$ cat src/hw/bus_wake_pkg.sv
// Purpose: Constants and types for the bus fault and wake source status bank
// Assumes: 7-bit register addresses decoded from the serial frame outside this bank
// Notes:   Shared by the status bank and its transmitter recovery timer
//
// How it works
// - Reserved status bits always read as zero
// - Silence timeout latched at bus status bit 4
// - Selective-wake system error latched at bit 3
// - Failure cause code in bits 2 to 1
// - Supply undervoltage sets bit 0, stops transmitter
// - Soft reset clears all; restart keeps bits 6:0
// - Undervoltage compare only in normal or receive-only
// - Transmit timeout ends: input high, wake-capable, off
// - Bus timeout ends: recessive, wake-capable, off
// - Undervoltage ends when supply back above threshold
// - Retransmit only after input high enable time
// - Silence flag set only with selective wake on
// - Interrupt on silence flag in stop/normal, unmasked
// - System error on config error or count over 32
// - Silence flag clear blocked until interrupt falling edge
// - Wake source flags latched at bits 9,8,7,4,3
// - Restart keeps wake bits 10:7 and 1
// - Fail-safe entry clears whole wake register
// - Flags stay set until host clear, soft reset, restart or fail-safe entry

package bus_wake_pkg;

	// ==========================================================
	// Register addresses
	localparam logic [6:0]  ADDR_BUS_FAULT   = 7'h43;  // Bus fault status
	localparam logic [6:0]  ADDR_WAKE_SOURCE = 7'h44;  // Wake source status

	// ==========================================================
	// Bus fault status field positions (within low 5 bits)
	localparam int          BUS_FLAG_W     = 5;
	localparam int          TIMEOUT_BIT    = 4;  // Silence timeout
	localparam int          SELECTIVE_WAKE_SYSTEM_ERROR_BIT     = 3;  // Selective-wake error
	localparam int          CODE_HI        = 2;  // Failure cause msb
	localparam int          CODE_LO        = 1;  // Failure cause lsb
	localparam int          UV_BIT         = 0;  // Supply undervoltage

	// ==========================================================
	// Wake source flags: index 0..4 = input 4, input 5, timer 1, timer 2, bus
	localparam int          WAKE_N         = 5;
	localparam int          WAKE_BIT [WAKE_N] = '{3, 4, 7, 8, 9};

	// ==========================================================
	// Reset values and restart keep masks
	localparam logic [15:0] BUS_RESET_VAL     = 16'h0000;
	localparam logic [15:0] WAKE_RESET_VAL    = 16'h0000;
	localparam logic [15:0] BUS_RESTART_KEEP  = 16'h007F;
	localparam logic [15:0] WAKE_RESTART_KEEP = 16'h0782;

	// ==========================================================
	// Selective-wake error counter limit and timing
	localparam logic [5:0]  ERR_CNT_LIMIT     = 6'h20;  // Overflow when above
	localparam int          CLK_PERIOD_NS     = 50;     // 20 MHz
	localparam int          TX_EN_TIME_NS_DEF = 4000;   // Transmitter enable time

	// ==========================================================
	// Types
	typedef enum logic [1:0] {
		CODE_NONE    = 2'h0,  // No error
		CODE_THERMAL = 2'h1,  // Thermal shutdown
		CODE_TXD_DOM = 2'h2,  // Transmit input dominant timeout
		CODE_BUS_DOM = 2'h3   // Bus dominant timeout
	} fail_code_t;

	typedef enum logic [1:0] {
		TRX_OFF    = 2'h0,
		TRX_WAKE   = 2'h1,  // Wake-capable
		TRX_RXONLY = 2'h2,
		TRX_NORMAL = 2'h3
	} trx_mode_t;

	typedef enum logic [1:0] {
		PM_NORMAL = 2'h0,
		PM_STOP   = 2'h1,
		PM_SLEEP  = 2'h2,
		PM_OTHER  = 2'h3
	} pwr_mode_t;

	typedef enum logic [2:0] {
		ST_RUN     = 3'b001,  // Transmitter enabled
		ST_FAULT   = 3'b010,  // Fault condition present
		ST_RECOVER = 3'b100   // Waiting for recessive input time
	} tx_state_t;

	typedef struct packed {
		logic        valid;  // Access strobe, one cycle
		logic        write;  // 1 = clear, 0 = read
		logic [6:0]  addr;
		logic [15:0] data;   // Clear mask on write
	} reg_acc_t;

	typedef struct packed {
		logic bus_wake_flag;
		logic timer_two_wake_flag;
		logic timer_one_wake_flag;
		logic wake_input_five_flag;
		logic wake_input_four_flag;
	} wake_ev_t;

endpackage : bus_wake_pkg

$ cat src/hw/bus_wake_status_regs.sv
// Purpose: Bus fault and wake source status registers with transceiver recovery
// Assumes: Serial frames decoded outside; inputs synchronous to clk_i
// Notes:   Read data is registered, valid one cycle after the read strobe

`timescale 1ns/1ps

module bus_wake_status_regs import bus_wake_pkg::*; #(
	parameter int TX_EN_TIME_NS = TX_EN_TIME_NS_DEF
) (
	// Clock and reset
	input  wire logic      clk_i,
	input  wire logic      resetn_i,
	// Register access from the serial decoder
	input  wire reg_acc_t  acc_i,
	output logic [15:0]    rd_data_o,
	// Reset and mode events
	input  wire logic      soft_reset_i,
	input  wire logic      restart_i,
	input  wire logic      fail_safe_entry_i,
	input  wire pwr_mode_t pwr_mode_i,
	input  wire trx_mode_t trx_mode_i,
	// Selective wake
	input  wire logic      selective_wake_enable_i,
	input  wire logic      bus_silence_indication_i,
	input  wire logic      sw_config_error_i,
	input  wire logic [5:0] sw_error_count_i,
	input  wire logic      silence_timeout_irq_mask_i,
	input  wire logic      interrupt_out_n_i,
	output logic           irq_request_o,
	// Transceiver faults
	input  wire logic      transceiver_thermal_shutdown_i,
	input  wire logic      transmit_dominant_timeout_i,
	input  wire logic      bus_dominant_timeout_i,
	input  wire logic      txd_i,
	input  wire logic      bus_recessive_i,
	input  wire logic      supply_below_threshold_i,
	output logic           tx_enable_o,
	// Wake sources
	input  wire wake_ev_t  wake_ev_i
);

	// ==========================================================
	// Timing and elaboration check
	localparam int TX_EN_CYC_RAW = (TX_EN_TIME_NS + CLK_PERIOD_NS - 1) / CLK_PERIOD_NS;
	localparam int TX_EN_CYC     = (TX_EN_CYC_RAW < 1) ? 1 : TX_EN_CYC_RAW;

	if (TX_EN_TIME_NS < 1 || TX_EN_CYC > 4096) begin : g_bad
		$error("TX_EN_TIME_NS out of range");
	end

	// ==========================================================
	// State
	logic [BUS_FLAG_W-1:0] bus_reg, bus_next;      // Bus fault flags
	logic [WAKE_N-1:0]     wake_reg, wake_next;    // Wake source flags
	logic                  lock_reg, lock_next;    // Timeout clear blocked
	logic                  sil_reg, sil_next;      // Previous silence level
	logic                  tsd_reg, tsd_next;      // Previous thermal level
	logic                  interrupt_out_n_reg, interrupt_out_n_next;    // Previous interrupt pin
	logic                  txdto_reg, txdto_next;  // Transmit timeout active
	logic                  busto_reg, busto_next;  // Bus timeout active
	tx_state_t             st_reg, st_next;        // Transmitter state
	logic                  txen_reg, txen_next;
	logic                  irq_reg, irq_next;
	logic [15:0]           rd_reg, rd_next;

	// ==========================================================
	// Decode and events
	logic        clr_bus, clr_wake;  // Host clear strobes
	logic        rd_req;
	logic        sil_rise, interrupt_out_n_fall, tsd_rise;
	logic        timeout_set;        // Silence timeout event
	logic        uv_cond;            // Gated undervoltage
	logic        passive_mode;       // Wake-capable or off
	logic        fault_any;
	logic        rec_done;
	logic [15:0] wake_vec;           // Wake flags at their positions

	assign clr_bus      = acc_i.valid && acc_i.write && (acc_i.addr == ADDR_BUS_FAULT);
	assign clr_wake     = acc_i.valid && acc_i.write && (acc_i.addr == ADDR_WAKE_SOURCE);
	assign rd_req       = acc_i.valid && !acc_i.write;
	assign sil_rise     = bus_silence_indication_i && !sil_reg;
	assign interrupt_out_n_fall    = interrupt_out_n_reg && !interrupt_out_n_i;
	assign tsd_rise     = transceiver_thermal_shutdown_i && !tsd_reg;
	assign timeout_set  = selective_wake_enable_i && sil_rise;
	assign passive_mode = (trx_mode_i == TRX_WAKE) || (trx_mode_i == TRX_OFF);
	// Comparator result ignored outside active modes, ends as supply recovers
	assign uv_cond      = supply_below_threshold_i &&
	                      ((trx_mode_i == TRX_NORMAL) || (trx_mode_i == TRX_RXONLY));
	assign fault_any    = transceiver_thermal_shutdown_i || txdto_reg || busto_reg ||
	                      uv_cond;

	// Place wake flags at their register bit positions
	always_comb begin
		wake_vec = 16'h0000;
		for (int i = 0; i < WAKE_N; i++) begin
			wake_vec[WAKE_BIT[i]] = wake_reg[i];
		end
	end

	// ==========================================================
	// Recovery timer, runs only while waiting to re-enable
	tx_recovery_timer #(
		.CYCLES (TX_EN_CYC)
	) u_timer (
		.clk_i    (clk_i),
		.resetn_i (resetn_i),
		.run_i    (st_reg == ST_RECOVER),
		.txd_i    (txd_i),
		.done_o   (rec_done)
	);

	// ==========================================================
	// Status flag next values: clear first, set afterwards so set wins
	always_comb begin
		bus_next  = bus_reg;
		wake_next = wake_reg;
		lock_next = lock_reg;
		// Host clears; flags never drop on their own
		if (clr_bus) begin
			if (acc_i.data[TIMEOUT_BIT] && !lock_reg) begin
				bus_next[TIMEOUT_BIT] = 1'b0;
			end
			if (acc_i.data[SELECTIVE_WAKE_SYSTEM_ERROR_BIT]) begin
				bus_next[SELECTIVE_WAKE_SYSTEM_ERROR_BIT] = 1'b0;
			end
			if (acc_i.data[CODE_HI] || acc_i.data[CODE_LO]) begin
				bus_next[CODE_HI:CODE_LO] = CODE_NONE;
			end
			if (acc_i.data[UV_BIT]) begin
				bus_next[UV_BIT] = 1'b0;
			end
		end
		for (int i = 0; i < WAKE_N; i++) begin
			if (clr_wake && acc_i.data[WAKE_BIT[i]]) begin
				wake_next[i] = 1'b0;
			end
		end
		// Lock released by interrupt falling edge, re-armed by a new set
		if (interrupt_out_n_fall) begin
			lock_next = 1'b0;
		end
		// Sets after clears
		if (timeout_set) begin
			bus_next[TIMEOUT_BIT] = 1'b1;
			lock_next             = 1'b1;
		end
		if (selective_wake_enable_i &&
		    (sw_config_error_i || (sw_error_count_i > ERR_CNT_LIMIT))) begin
			bus_next[SELECTIVE_WAKE_SYSTEM_ERROR_BIT] = 1'b1;
		end
		// Simultaneous causes: highest code reported
		if (bus_dominant_timeout_i) begin
			bus_next[CODE_HI:CODE_LO] = CODE_BUS_DOM;
		end else if (transmit_dominant_timeout_i) begin
			bus_next[CODE_HI:CODE_LO] = CODE_TXD_DOM;
		end else if (tsd_rise) begin
			bus_next[CODE_HI:CODE_LO] = CODE_THERMAL;
		end
		if (uv_cond) begin
			bus_next[UV_BIT] = 1'b1;
		end
		for (int i = 0; i < WAKE_N; i++) begin
			if (wake_ev_i[i]) begin
				wake_next[i] = 1'b1;
			end
		end
		// Restart keeps only the masked positions
		if (restart_i) begin
			bus_next = bus_next & BUS_RESTART_KEEP[BUS_FLAG_W-1:0];
			for (int i = 0; i < WAKE_N; i++) begin
				if (!WAKE_RESTART_KEEP[WAKE_BIT[i]]) begin
					wake_next[i] = 1'b0;
				end
			end
		end
		// Fail-safe entry wipes wake flags, even a same-cycle event
		if (fail_safe_entry_i) begin
			wake_next = '0;
		end
		if (soft_reset_i) begin
			bus_next  = BUS_RESET_VAL[BUS_FLAG_W-1:0];
			wake_next = '0;
			lock_next = 1'b0;
		end
	end

	// ==========================================================
	// Transceiver fault conditions and transmitter state
	always_comb begin
		txdto_next = txdto_reg;
		busto_next = busto_reg;
		st_next    = st_reg;
		if (txd_i || passive_mode) begin
			txdto_next = 1'b0;
		end
		if (transmit_dominant_timeout_i) begin
			txdto_next = 1'b1;
		end
		if (bus_recessive_i || passive_mode) begin
			busto_next = 1'b0;
		end
		if (bus_dominant_timeout_i) begin
			busto_next = 1'b1;
		end
		unique case (st_reg)
			ST_RUN: begin
				if (fault_any) begin
					st_next = ST_FAULT;
				end
			end
			ST_FAULT: begin
				if (!fault_any) begin
					st_next = ST_RECOVER;
				end
			end
			ST_RECOVER: begin
				if (fault_any) begin
					st_next = ST_FAULT;
				end else if (rec_done) begin
					st_next = ST_RUN;
				end
			end
			default: begin
				st_next = ST_FAULT;  // Illegal code: stay silent
			end
		endcase
		txen_next = (st_next == ST_RUN) && !fault_any;
	end

	// ==========================================================
	// Interrupt request, read data and edge history
	always_comb begin
		sil_next  = bus_silence_indication_i;
		tsd_next  = transceiver_thermal_shutdown_i;
		interrupt_out_n_next = interrupt_out_n_i;
		// Soft reset wipes the flag in the same cycle, so no request for it
		irq_next  = timeout_set && !bus_reg[TIMEOUT_BIT] && silence_timeout_irq_mask_i &&
		            !soft_reset_i &&
		            ((pwr_mode_i == PM_STOP) || (pwr_mode_i == PM_NORMAL));
		rd_next   = rd_reg;
		if (rd_req) begin
			if (acc_i.addr == ADDR_BUS_FAULT) begin
				rd_next = {11'h000, bus_reg};
			end else if (acc_i.addr == ADDR_WAKE_SOURCE) begin
				rd_next = wake_vec;
			end else begin
				rd_next = 16'h0000;  // Unmapped reads zero
			end
		end
	end

	// ==========================================================
	// Registers only
	always_ff @(posedge clk_i or negedge resetn_i) begin
		if (!resetn_i) begin
			bus_reg   <= BUS_RESET_VAL[BUS_FLAG_W-1:0];
			wake_reg  <= '0;
			lock_reg  <= 1'b0;
			sil_reg   <= 1'b0;
			tsd_reg   <= 1'b0;
			interrupt_out_n_reg  <= 1'b1;
			txdto_reg <= 1'b0;
			busto_reg <= 1'b0;
			st_reg    <= ST_RUN;
			txen_reg  <= 1'b1;
			irq_reg   <= 1'b0;
			rd_reg    <= 16'h0000;
		end else begin
			bus_reg   <= bus_next;
			wake_reg  <= wake_next;
			lock_reg  <= lock_next;
			sil_reg   <= sil_next;
			tsd_reg   <= tsd_next;
			interrupt_out_n_reg  <= interrupt_out_n_next;
			txdto_reg <= txdto_next;
			busto_reg <= busto_next;
			st_reg    <= st_next;
			txen_reg  <= txen_next;
			irq_reg   <= irq_next;
			rd_reg    <= rd_next;
		end
	end

	assign rd_data_o     = rd_reg;
	assign irq_request_o = irq_reg;
	assign tx_enable_o   = txen_reg;
endmodule : bus_wake_status_regs

$ cat src/hw/tx_recovery_timer.sv
// Purpose: Counts consecutive recessive transmit input cycles after a fault
// Assumes: Transmit input synchronous to clk_i
// Notes:   done_o rises on the cycle the enable time is complete

`timescale 1ns/1ps

module tx_recovery_timer import bus_wake_pkg::*; #(
	parameter int CYCLES = 80
) (
	// Clock and reset
	input  wire logic clk_i,
	input  wire logic resetn_i,
	// Control
	input  wire logic run_i,
	input  wire logic txd_i,
	output logic      done_o
);

	// ==========================================================
	// Elaboration check
	if (CYCLES < 1) begin : g_bad
		$error("tx_recovery_timer needs CYCLES of at least one");
	end

	localparam int CW = $clog2(CYCLES + 1);

	logic [CW-1:0] count_reg;   // Recessive cycles seen
	logic [CW-1:0] count_next;
	logic          done_reg;    // Enable time complete
	logic          done_next;

	// Any dominant cycle restarts the count
	always_comb begin
		count_next = '0;
		done_next  = 1'b0;
		if (run_i && txd_i) begin
			done_next = (count_reg >= CW'(CYCLES - 1));
			if (!done_next) begin
				count_next = count_reg + CW'(1);
			end else begin
				count_next = count_reg;
			end
		end
	end

	// Registers only
	always_ff @(posedge clk_i or negedge resetn_i) begin
		if (!resetn_i) begin
			count_reg <= '0;
			done_reg  <= 1'b0;
		end else begin
			count_reg <= count_next;
			done_reg  <= done_next;
		end
	end

	assign done_o = done_reg;

endmodule : tx_recovery_timer

$ cat config.mk
export PLATFORM = sky130hd
export DESIGN_NAME = bus_wake_status_regs
export DESIGN_NICKNAME = d
export VERILOG_FILES = /design/src/hw/bus_wake_pkg.sv /design/src/hw/bus_wake_status_regs.sv /design/src/hw/tx_recovery_timer.sv
export SDC_FILE = /design/constraint.sdc
export NUM_CORES = 1
export LEC_CHECK = 0
export BUFFER_PORTS_ARGS = -buffer_cell sky130_fd_sc_hd__buf_4
export CORE_MARGIN = 2
export CORE_UTILIZATION = 47
export DETAILED_ROUTE_END_ITERATION = 16
export MAX_ROUTING_LAYER = met4
export PLACE_DENSITY = 0.79
export SETUP_SLACK_MARGIN = 0.1
export SLEW_MARGIN = 20
export SYNTH_ARGS = -nofsm -noshare
export SYNTH_HDL_FRONTEND = slang
export SYNTH_SLANG_ARGS = --single-unit
export TNS_END_PERCENT = 1
$ cat constraint.sdc
create_clock -name clk_i -period 1.64 [get_ports clk_i]
set_input_delay 0.246 -clock clk_i [delete_from_list [all_inputs] [get_ports clk_i]]
set_output_delay 0.246 -clock clk_i [all_outputs]
set_load 0.005 [all_outputs]
==> impl_metrics.yaml, run 1 <==
run_status:
  run_status: "complete, no violations"
sta:
  fin_worst_hold_slack_ns: 0.07646
  unrepaired_setup_endpoints_after_global_routing: "no"
  fin_ws_ns: 0.1439
  finalCritPeriodShare: 0.9122
  setup-violations-final: 0
  hold_viol: 0
  timing.final.crit_period_ns: 1.496
  final_max_slew_viol_count: 0
  timing.setup.tns_ns: 0
  maxClockFrequency_mhz: 668.4
  skew_ns: 0.008778
setup_path:
  cp_buf_inv_count: 2
  cp_cell_sequence: "buf_4 > or4b_1 > buf_4 > nor4_1 > o22ai_1"
  cp_data_arrival_time_ns: 1.64
  capturing_element_type_of_the_critical_path: "flop"
  worst_path_most_repeated_cell: "sky130_fd_sc_hd__buf_4"
  worstSetupPathType: "primary input to flop"
  worst-endpoint-required_ns: 1.78
  start_kind: "primary input"
  worst_path_dominant_cell_family: "simple AND/OR/NAND/NOR gates"
  cpPeakStageDelay_ns: 0.54
  critical-path-slowest-cell: "sky130_fd_sc_hd__or4b_1"
  critPathMaxFanout: 7
place:
  placedInstanceArea_sq_um: 2213
  post-dp-hpwl_microns: 2857
  port_buffers: 55
  place_congestion: 0.8041
  preCtsSetupSlack_ns: -0.1230
  placed_cells_incl_taps: 270
yosys:
  synth_cells: 168
  synth-warning-count: 0
  synth.most_common_cell: "sky130_fd_sc_hd__dfrtp_1"
  top_post_synthesis_cells_by_area: "sky130_fd_sc_hd__dfrtp_1 (48%), sky130_fd_sc_hd__dfstp_2 (4.5%), sky130_fd_sc_hd__buf_4 (3.8%)"
  number_of_enable_flip_flop_cells_after_synthesis: 0
  synth_area_leader_cell: "sky130_fd_sc_hd__dfrtp_1"
  synth_area_sq_um: 1763
  post_synth.cell_area_avg_sq_um: 10.49
  synth_top_flop_cell: "sky130_fd_sc_hd__dfrtp_1"
  proportion_of_netlist_area_held_by_the_largest_area_contributor: 0.4826
  postSynthRegisterBits: 37
  ys_top_cells_by_count: "sky130_fd_sc_hd__dfrtp_1 (34), sky130_fd_sc_hd__a21oi_1 (13), sky130_fd_sc_hd__nand2_1 (12)"
  async_flop_share: 1.000
  seq_area_frac_synth: 0.5273
  yosys.cell_types.count: 45
global_route:
  grt_overflow: 0
  grt_use_total: 0.1962
  maximum_number_of_pins_on_one_net_before_global_route_repair: 38
  vias_in_the_first_global_route: 1359
  grt_antenna_before_repair: 0
  grt_first_pass_wirelength_microns: 6016
die:
  initial_core_util: 0.4852
  num_rows: 22
  design.die.area_sq_um: 4257
  die_width_microns: 65.25
  ioPinCount: 74
  fp.coreArea_sq_um: 3633
  die_height_microns: 65.25
detailed_routing:
  vias: 1500
  drt_first_iter_violations: 89
  drt_wl_total_microns: 3773
  antenna_violating_nets_post_route: 0
  avgViaCountPerCell: 5.376
  drtPass1Iterations: 4
  drc: 0
  routedWlPerCell_microns: 13.52
finish:
  finish.cell_count_without_fillers: 279
  flow.area_growth_from_synthesis_pct: 31.58
  total_area_of_multi_input_combinational_cells_sq_um: 753.2
  antenna-diode-count: 0
  finish.net_count: 287
  max_reg_flops: 8
  final_layout_size_suffix_gt1_frac: 0.3247
  final_cell_area_sq_um: 2320
  n_fill_cell: 316
  register_area_sq_um: 929.6
  final_core_utilization: 0.6384
pwr:
  total_switching_power_mw: 0.3928
  vdd_drop_max_uv: 362.8
  p_leak_nw: 1.067
  seqPwrFrac: 0.538
  comb_power_share: 0.105
  power.internal_mw: 1.381
  clock_power_share: 0.357
  net_sw_frac: 0.2214
  pwr_density_cell_nw_per_um2: 764.6
  p_total_mw: 1.774
clock_network:
  clock_tree_from_tritoncts: "done"
  insertion_delay_ns: 0.29
  h-tree-depth: 2
  numCtsBuffers: 5
  clockBufferDepth: 2
  cts_sinks: 37
  clkSlewWorstSetupHoldPaths_ns: 0.06
  clock-root-buffer: "sky130_fd_sc_hd__clkbuf_8"
  post_cts.repair.setup_buffers: 0
min_path:
  hold_path.class: "primary input to flop"
job:
  cap_violations: 0
path summary, 6_finish.rpt:
path,start,endpoint,slack [ns],cells after the start
setup / recovery,acc_i[21],bus_reg[2],0.14,5
max in group asynchronous,resetn_i,tx_enable_o,0.83,2
setup reg to reg,u_timer.count_reg[0],u_timer.count_reg[0],0.25,4
min in group asynchronous,resetn_i,st_reg[2],0.45,2
hold / removal,interrupt_out_n_i,interrupt_out_n_reg,0.08,1
hold reg to reg,bus_reg[4],irq_request_o,0.44,1
power by group through the flow:
stage	Clock (mW)	Sequential (mW)	Combinational, mW
2_1_floorplan	0	0.965	0.0777
3_3_place_gp	0	0.969	0.182
4_1_cts	0.657	0.954	0.188
5_1_grt	0.704	0.956	0.206
6_report	0.633	0.954	0.187
3_5_place_dp	0	0.971	0.186
logic make-up after synthesis:
logic type      after synthesis  share of synthesized area
compound gates               43                     0.1611
other cells                   1                   0.002127
fa+ha+maj                     1                   0.007096
mux                           2                    0.01136
buf+inv                      21                    0.06387
flops                        37                     0.5273
xor+xnor                      1                   0.004969
simple gates                 62                     0.2222
cell usage in the layout (no fill, tap or decap), types with 2 or more instances in the layout:
master | synthesis | routed
sky130_fd_sc_hd__dfstp_2 | 3 | 3
sky130_fd_sc_hd__or3_1 | 3 | 3
sky130_fd_sc_hd__nand4_1 | 2 | 2
sky130_fd_sc_hd__o211ai_1 | 2 | 2
sky130_fd_sc_hd__o21ai_0 | 9 | 9
sky130_fd_sc_hd__nand2_1 | 12 | 12
sky130_fd_sc_hd__buf_4 | 9 | 59
sky130_fd_sc_hd__a22o_1 | 6 | 6
sky130_fd_sc_hd__nor3_1 | 6 | 6
sky130_fd_sc_hd__mux2i_1 | 2 | 2
sky130_fd_sc_hd__a221o_1 | 2 | 2
sky130_fd_sc_hd__o41ai_1 | 2 | 2
sky130_fd_sc_hd__nand3_1 | 4 | 4
sky130_fd_sc_hd__and2_1 | 2 | 2
sky130_fd_sc_hd__nor4b_1 | 2 | 2
sky130_fd_sc_hd__nor2_1 | 5 | 5
sky130_fd_sc_hd__a21oi_1 | 13 | 13
sky130_fd_sc_hd__nand2b_1 | 5 | 5
sky130_fd_sc_hd__or3b_2 | 2 | 2
sky130_fd_sc_hd__clkbuf_1 | 2 | 2
sky130_fd_sc_hd__clkbuf_8 | 0 | 6
sky130_fd_sc_hd__dfrtp_1 | 34 | 34
sky130_fd_sc_hd__inv_1 | 9 | 9
sky130_fd_sc_hd__nor3b_1 | 6 | 6
sky130_fd_sc_hd__o31ai_1 | 3 | 3
sky130_fd_sc_hd__conb_1 | 1 | 8
sky130_fd_sc_hd__nor4_1 | 3 | 3
routing by layer:
metal / vias up / GRT usage / share of wire
met5: - / - / 0
met1: 719 / 0.2307 / 0.44
li1: 732 / - / -
met4: 0 / 0.1094 / 0.023
met2: 42 / 0.3189 / 0.50
met3: 7 / 0.03596 / 0.041
final cells by class:
type	count	area share
clock buffers	8	0.03884
inverters	9	0.01456
multi-input cells	117	0.3247
flip-flops and latches	37	0.4008
well taps	48	0.02589
repair buffers	60	0.1953
worst reg2reg max path, delay by kind of cell, from the launching register on:
family | cells | cell delay, ns
flops | 1 | 0.43
compound gates | 1 | 0.30
fa+ha+maj | 1 | 0.22
mux | 1 | 0.21
simple gates | 1 | 0.15
timing repair:
item,in CTS,in global routing
hold buffers,1,0
gates resized for setup,0,1
setup endpoints to repair,0,2
endpoints found under the hold margin,34,0
(Power assumes the default switching activity.)
==> inputs of run 2 (changes only) <==
--- a/config.mk
+++ b/config.mk
@@ -9,6 +9,6 @@
 export CORE_MARGIN = 2
-export CORE_UTILIZATION = 47
+export CORE_UTILIZATION = 40
 export DETAILED_ROUTE_END_ITERATION = 16
 export MAX_ROUTING_LAYER = met4
-export PLACE_DENSITY = 0.79
+export PLACE_DENSITY = 0.69
 export SETUP_SLACK_MARGIN = 0.1
==> constraint.sdc (replaced) <==
create_clock -name clk_i -period 1.64 [get_ports clk_i]
set_input_delay 0.082 -clock clk_i [delete_from_list [all_inputs] [get_ports clk_i]]
set_output_delay 0.082 -clock clk_i [all_outputs]
set_load 0.005 [all_outputs]
==> impl_metrics.yaml, run 2 (synthesis results as in run 1) <==
clock_network:
  clock_tree_from_tritoncts: "done"
  h-tree-depth: 2
  cts_sinks: 37
  insertion_delay_ns: 0.28
  post_cts.repair.setup_buffers: 0
  clkSlewWorstSetupHoldPaths_ns: 0.07
  numCtsBuffers: 5
  clock-root-buffer: "sky130_fd_sc_hd__clkbuf_8"
  clockBufferDepth: 2
job:
  cap_violations: 0
finish:
  final_cell_area_sq_um: 2390
  n_fill_cell: 399
  final_layout_size_suffix_gt1_frac: 0.3205
  final_common_cell: "sky130_fd_sc_hd__buf_4"
  flow.area_growth_from_synthesis_pct: 35.56
  finish.net_count: 290
  finish.cell_count_without_fillers: 286
  max_reg_flops: 8
  final_cell_mix: "sky130_fd_sc_hd__buf_4 (57), sky130_fd_sc_hd__dfrtp_1 (34), sky130_fd_sc_hd__a21oi_1 (13)"
  antenna-diode-count: 0
pwr:
  vdd_drop_max_uv: 451.7
  power.internal_mw: 1.539
  seqPwrFrac: 0.488
  clock_power_share: 0.414
  pwr_density_cell_nw_per_um2: 817.9
  comb_power_share: 0.099
  total_switching_power_mw: 0.4160
  p_total_mw: 1.955
  p_leak_nw: 1.091
  net_sw_frac: 0.2128
place:
  port_buffers: 55
  placed_cells_incl_taps: 272
  post-dp-hpwl_microns: 2839
  place_congestion: 0.7998
  placedInstanceArea_sq_um: 2203
detailed_routing:
  avgViaCountPerCell: 5.185
  drt_wl_total_microns: 3780
  drtPass1Iterations: 4
  antenna_violating_nets_post_route: 0
  vias: 1483
  dr.max_layer_used: "met4"
  drt_first_iter_violations: 97
  wl_met3_microns: 201
  drc: 0
  routedWlPerCell_microns: 13.22
  wl_met2_microns: 1922
  wl_met1_microns: 1641
setup_path:
  critical-path-slowest-cell: "sky130_fd_sc_hd__dfrtp_1"
  worstSetupPathType: "flop to flop"
  cp_buf_inv_count: 0
  cp_data_arrival_time_ns: 1.59
  critPathMaxFanout: 6
  cpPeakStageDelay_ns: 0.43
  ff2ff_setup_slack_ns: 0.26
  capturing_element_type_of_the_critical_path: "flop"
  cp_cell_sequence: "ha_1 > nand3_1 > a31oi_2 > mux2i_1"
  crit-reg2reg-launch: "u_timer.count_reg[0]"
  worst-endpoint-required_ns: 1.85
  r2r.worst_path.cells: 4
  start_kind: "flop"
  crit-reg2reg-capture: "u_timer.count_reg[0]"
  worst_path_dominant_cell_family: "flip-flops"
sta:
  hold_viol: 0
  timing.final.crit_period_ns: 1.378
  final_max_slew_viol_count: 0
  maxClockFrequency_mhz: 725.7
  skew_ns: 0.005526
  timing.setup.tns_ns: 0
  fin_worst_hold_slack_ns: 0.02001
  finalCritPeriodShare: 0.8403
  unrepaired_setup_endpoints_after_global_routing: "no"
  setup-violations-final: 0
global_route:
  grt_use_total: 0.1691
  grt_first_pass_wirelength_microns: 6451
  vias_in_the_first_global_route: 1416
  grt_overflow: 0
  maximum_number_of_pins_on_one_net_before_global_route_repair: 38
  grt_antenna_before_repair: 0
die:
  initial_core_util: 0.4105
  die_height_microns: 70.39
  die_width_microns: 70.39
  design.die.area_sq_um: 4954
  fp.coreArea_sq_um: 4294
  num_rows: 24
  ioPinCount: 74
min_path:
  whs_path_depth: 2
  holdPathEnd: "bus_reg[1]"
  min_from: "transmit_dominant_timeout_i"
  hold_path.class: "primary input to flop"
run_status:
  run_status: "complete, no violations"
-- run 2: cell count changes in the layout (fill, tap and decap cells not counted), sizes merged --
| cell | change |
|---|---|
| clkinvlp | +1 |
| dlygate4sd3 | +5 |
| buf | -2 |
| clkbuf | -2 |
| bufinv | +1 |
-- run 2: worst max path at each step --
stage,startpoint,to,cells after the start
finish,u_timer.count_reg[0],u_timer.count_reg[0],4
global route,u_timer.count_reg[0],u_timer.count_reg[0],4
CTS,u_timer.count_reg[0],u_timer.count_reg[1],4
detailed placement,acc_i[21],bus_reg[2],4
global placement,acc_i[21],rd_data_o[3],4
floorplan,st_reg[1],u_timer.count_reg[5],4
-- run 2: per-stage QoR --
| stage | worst slack [ns] | utilization |
|---|---|---|
| 5_1_grt | 0.1436 | 0.5565 |
| 3_3_place_gp | 0.06543 | 0.5131 |
| 3_5_place_dp | 0.05035 | 0.5131 |
| 2_1_floorplan | 0.2549 | - |
| 6_report | 0.2619 | 0.5565 |
| 4_1_cts | 0.1930 | 0.5551 |
-- run 2: area by class of cell --
cell class | count | area [sq um] | share of cell area
repair buffers | 63 | 488.0 | 0.2042
inverters | 9 | 33.78 | 0.01414
well taps | 52 | 65.06 | 0.02723
clock inverters | 2 | 37.54 | 0.01571
multi-input cells | 117 | 753.2 | 0.3152
flip-flops and latches | 37 | 929.6 | 0.3890
clock buffers | 6 | 82.58 | 0.03456
-- run 2: timing repair --
| item | 4_1_cts | 5_1_grt |
|---|---|---|
| hold endpoints to repair | 39 | 0 |
| setup endpoints to repair | 0 | 2 |
| resized for setup | 0 | 1 |
| hold buffers | 6 | 0 |
-- run 2: per-layer routing --
metal	vias up	track usage
met5	-	-
met4	0	0.04487
met3	2	0.04185
met2	39	0.2809
met1	708	0.2057
li1	734	-
-- run 2: power groups by stage --
stage	clock [mW]	sequential, mW	combinational, mW
after detailed placement	0	0.971	0.183
after floorplan	0	0.965	0.0777
final	0.808	0.953	0.193
after global placement	0	0.969	0.182
after CTS	0.837	0.953	0.195
after global routing	0.875	0.956	0.215
==> inputs of run 3 (changes only) <==
Settings changed: ABC_AREA set to 1, PLACE_DENSITY 0.69 to 0.71.
Clock period 1.64 ns to 1.2 ns, I/O delays scaled along.
==> impl_metrics.yaml, run 3 <==
detailed_routing:
  drt_wl_total_microns: 4179
  antenna_violating_nets_post_route: 0
  routedWlPerCell_microns: 11.77
  vias: 1692
  drt_first_iter_violations: 98
  drc: 0
  avgViaCountPerCell: 4.766
  drtPass1Iterations: 4
clock_network:
  cts_sinks: 37
  h-tree-depth: 2
  clkSlewWorstSetupHoldPaths_ns: 0.07
  numCtsBuffers: 5
  clockBufferDepth: 2
  insertion_delay_ns: 0.29
  clock-root-buffer: "sky130_fd_sc_hd__clkbuf_8"
  clock_tree_from_tritoncts: "done"
die:
  initial_core_util: 0.4181
  num_rows: 24
  ioPinCount: 74
  design.die.area_sq_um: 5140
  die_height_microns: 71.70
  die_width_microns: 71.70
  fp.coreArea_sq_um: 4384
global_route:
  grt_overflow: 0
  grt_use_total: 0.1810
  gr-usage-met3: 0.03094
  grt_first_pass_wirelength_microns: 7100
  met1_usage: 0.2362
  grt.busiest_layer: "met2"
  grt_antenna_before_repair: 0
  groute.layer.met2.usage: 0.2891
  vias_in_the_first_global_route: 1585
  maximum_number_of_pins_on_one_net_before_global_route_repair: 38
yosys:
  postSynthRegisterBits: 37
  ys_top_cells_by_count: "sky130_fd_sc_hd__nand2_1 (59), sky130_fd_sc_hd__dfrtp_1 (34), sky130_fd_sc_hd__inv_1 (29), sky130_fd_sc_hd__nand3_1 (17)"
  synth_area_sq_um: 1833
  dominant_combinational_cell_family_by_area_after_synthesis: "simple AND/OR/NAND/NOR gates"
  synth_area_leader_cell: "sky130_fd_sc_hd__dfrtp_1"
  muxShareOfSynthArea: 0
  yosys.cell_types.count: 31
  synth_top_flop_cell: "sky130_fd_sc_hd__dfrtp_1"
  async_flop_share: 1.000
  synth-warning-count: 0
  proportion_of_netlist_area_held_by_the_largest_area_contributor: 0.4642
  synth_simple_gate_area_share: 0.3024
  number_of_enable_flip_flop_cells_after_synthesis: 0
  synth.most_common_cell: "sky130_fd_sc_hd__nand2_1"
  seq_area_frac_synth: 0.5072
  post_synth.cell_area_avg_sq_um: 8.257
  synth_compound_area_frac: 0.07782
  yosys.area_share.adder: 0.006826
  top_post_synthesis_cells_by_area: "sky130_fd_sc_hd__dfrtp_1 (46%), sky130_fd_sc_hd__nand2_1 (12%), sky130_fd_sc_hd__inv_1 (5.9%)"
  synth_cells: 222
  synth-xor-area-share: 0
run_status:
  run_status: "finished, violations left"
  failed_checks: "setup timing"
sta:
  maxClockFrequency_mhz: 756.1
  finalCritPeriodShare: 1.102
  fin_worst_hold_slack_ns: 0.01403
  setup-violations-final: 6
  timing.final.crit_period_ns: 1.323
  hold_viol: 0
  final_max_slew_viol_count: 0
  unrepaired_setup_endpoints_after_global_routing: "yes"
  skew_ns: 0.008903
  fin_ws_ns: -0.1226
finish:
  antenna-diode-count: 0
  finish.net_count: 359
  final_cell_mix: "sky130_fd_sc_hd__buf_4 (66), sky130_fd_sc_hd__nand2_1 (52), sky130_fd_sc_hd__dfrtp_1 (34)"
  flow.area_growth_from_synthesis_pct: 43.96
  final_common_cell: "sky130_fd_sc_hd__buf_4"
  max_reg_flops: 8
  final_cell_area_sq_um: 2639
  final_layout_size_suffix_gt1_frac: 0.3663
pwr:
  vdd_drop_max_uv: 633.3
  p_leak_nw: 1.336
  pwr_density_cell_nw_per_um2: 1036
place:
  post-dp-hpwl_microns: 3112
  port_buffers: 55
  preCtsSetupSlack_ns: -0.06211
  placedInstanceArea_sq_um: 2350
  place_congestion: 0.8445
setup_path:
  critical-path-slowest-cell: "sky130_fd_sc_hd__dfrtp_1"
  start_kind: "flop"
  critPathMaxFanout: 6
  capturing_element_type_of_the_critical_path: "flop"
  cp_cell_sequence: "ha_2 > nand3_2 > nand2_2 > o21ai_4 > nor2_4 > buf_4"
  worst-endpoint-required_ns: 1.39
  cp_data_arrival_time_ns: 1.51
  cpPeakStageDelay_ns: 0.39
  worstSetupPathType: "flop to flop"
min_path:
  hold_path.class: "primary input to flop"
job:
  cap_violations: 0
-- run 3: cell count changes in the layout (fill, tap and decap cells not counted), sizes merged, moves of 5 or more --
cell / delta
nand2: +48
inv: +22
nand3: +14
nor2: +10
buf: +9
nand4: +8
a22o: -6
nor3b: -6
nand2b: -5
-- run 3: layer usage --
| layer | vias to the layer above | wire length (microns) |
|---|---|---|
| met1 | 772 | 1849 |
| met3 | 5 | 167 |
| met5 | - | 0 |
| met2 | 45 | 2128 |
| li1 | 870 | - |
| met4 | 0 | 34 |
-- run 3: worst max-delay path, delay by kind of cell (launching register included) --
kind / cells / cell delay (ns)
compound gates: 1 / 0.25
simple gates: 3 / 0.25
fa+ha+maj: 1 / 0.21
flops: 1 / 0.39
buf+inv: 1 / 0.14
-- run 3: what timing repair did --
item                                   in CTS  in global routing
setup endpoints to repair                  11                 15
hold buffers                                9                  0
pin swaps                                   3                  8
setup buffers                               0                  2
gates resized for setup                     6                 16
endpoints found under the hold margin      42                  0
-- run 3: area by class of cell --
cell class / count / area, sq um
Sequential cell: 37 / 929.6
Clock buffer: 7 / 86.33
Tap cell: 52 / 65.06
Inverter: 33 / 126.4
Fill cell: 390 / 1745
Multi-Input combinational cell: 150 / 815.8
Clock inverter: 1 / 30.03
Timing Repair Buffer: 75 / 585.6
-- run 3: worst paths after layout --
path / depth (start not counted) / slack [ns] / from / end
max: 6 / -0.12 / u_timer.count_reg[0] / u_timer.done_o
min: 3 / 0.01 / wake_ev_i[4] / wake_reg[4]
max reg2reg: 6 / -0.12 / u_timer.count_reg[0] / u_timer.done_o
min reg2reg: 2 / 0.49 / rd_data_o[0] / rd_data_o[0]
max in group asynchronous: 2 / 0.57 / resetn_i / interrupt_out_n_reg
min in group asynchronous: 2 / 0.27 / resetn_i / st_reg[1]
-- run 3: cell families (layout without fill, tap and decap cells) --
logic type / count (synthesis) / after routing
compound gates: 25 / 25
fa+ha+maj: 1 / 1
buf+inv: 42 / 116
flops: 37 / 37
other cells: 1 / 8
simple gates: 116 / 116
-- run 3: where the power goes --
group | internal [mW] | total, mW | switching, mW
clock | 0.678 | 1.10 | 0.425
combinational | 0.168 | 0.318 | 0.150
sequential | 1.29 | 1.31 | 0.0237
-- run 3: per-stage QoR --
| stage | TNS, ns | cells | power, mW | utilization |
|---|---|---|---|---|
| floorplan | 0 | 229 | 1.441 | - |
| global placement | -0.1223 | 336 | 1.614 | 0.5360 |
| detailed placement | -0.2682 | 336 | 1.620 | 0.5360 |
| CTS | -0.3250 | 353 | 2.755 | 0.5853 |
| global route | -1.208 | 355 | 2.856 | 0.6019 |
| finish | -0.6076 | 355 | 2.732 | 0.6019 |
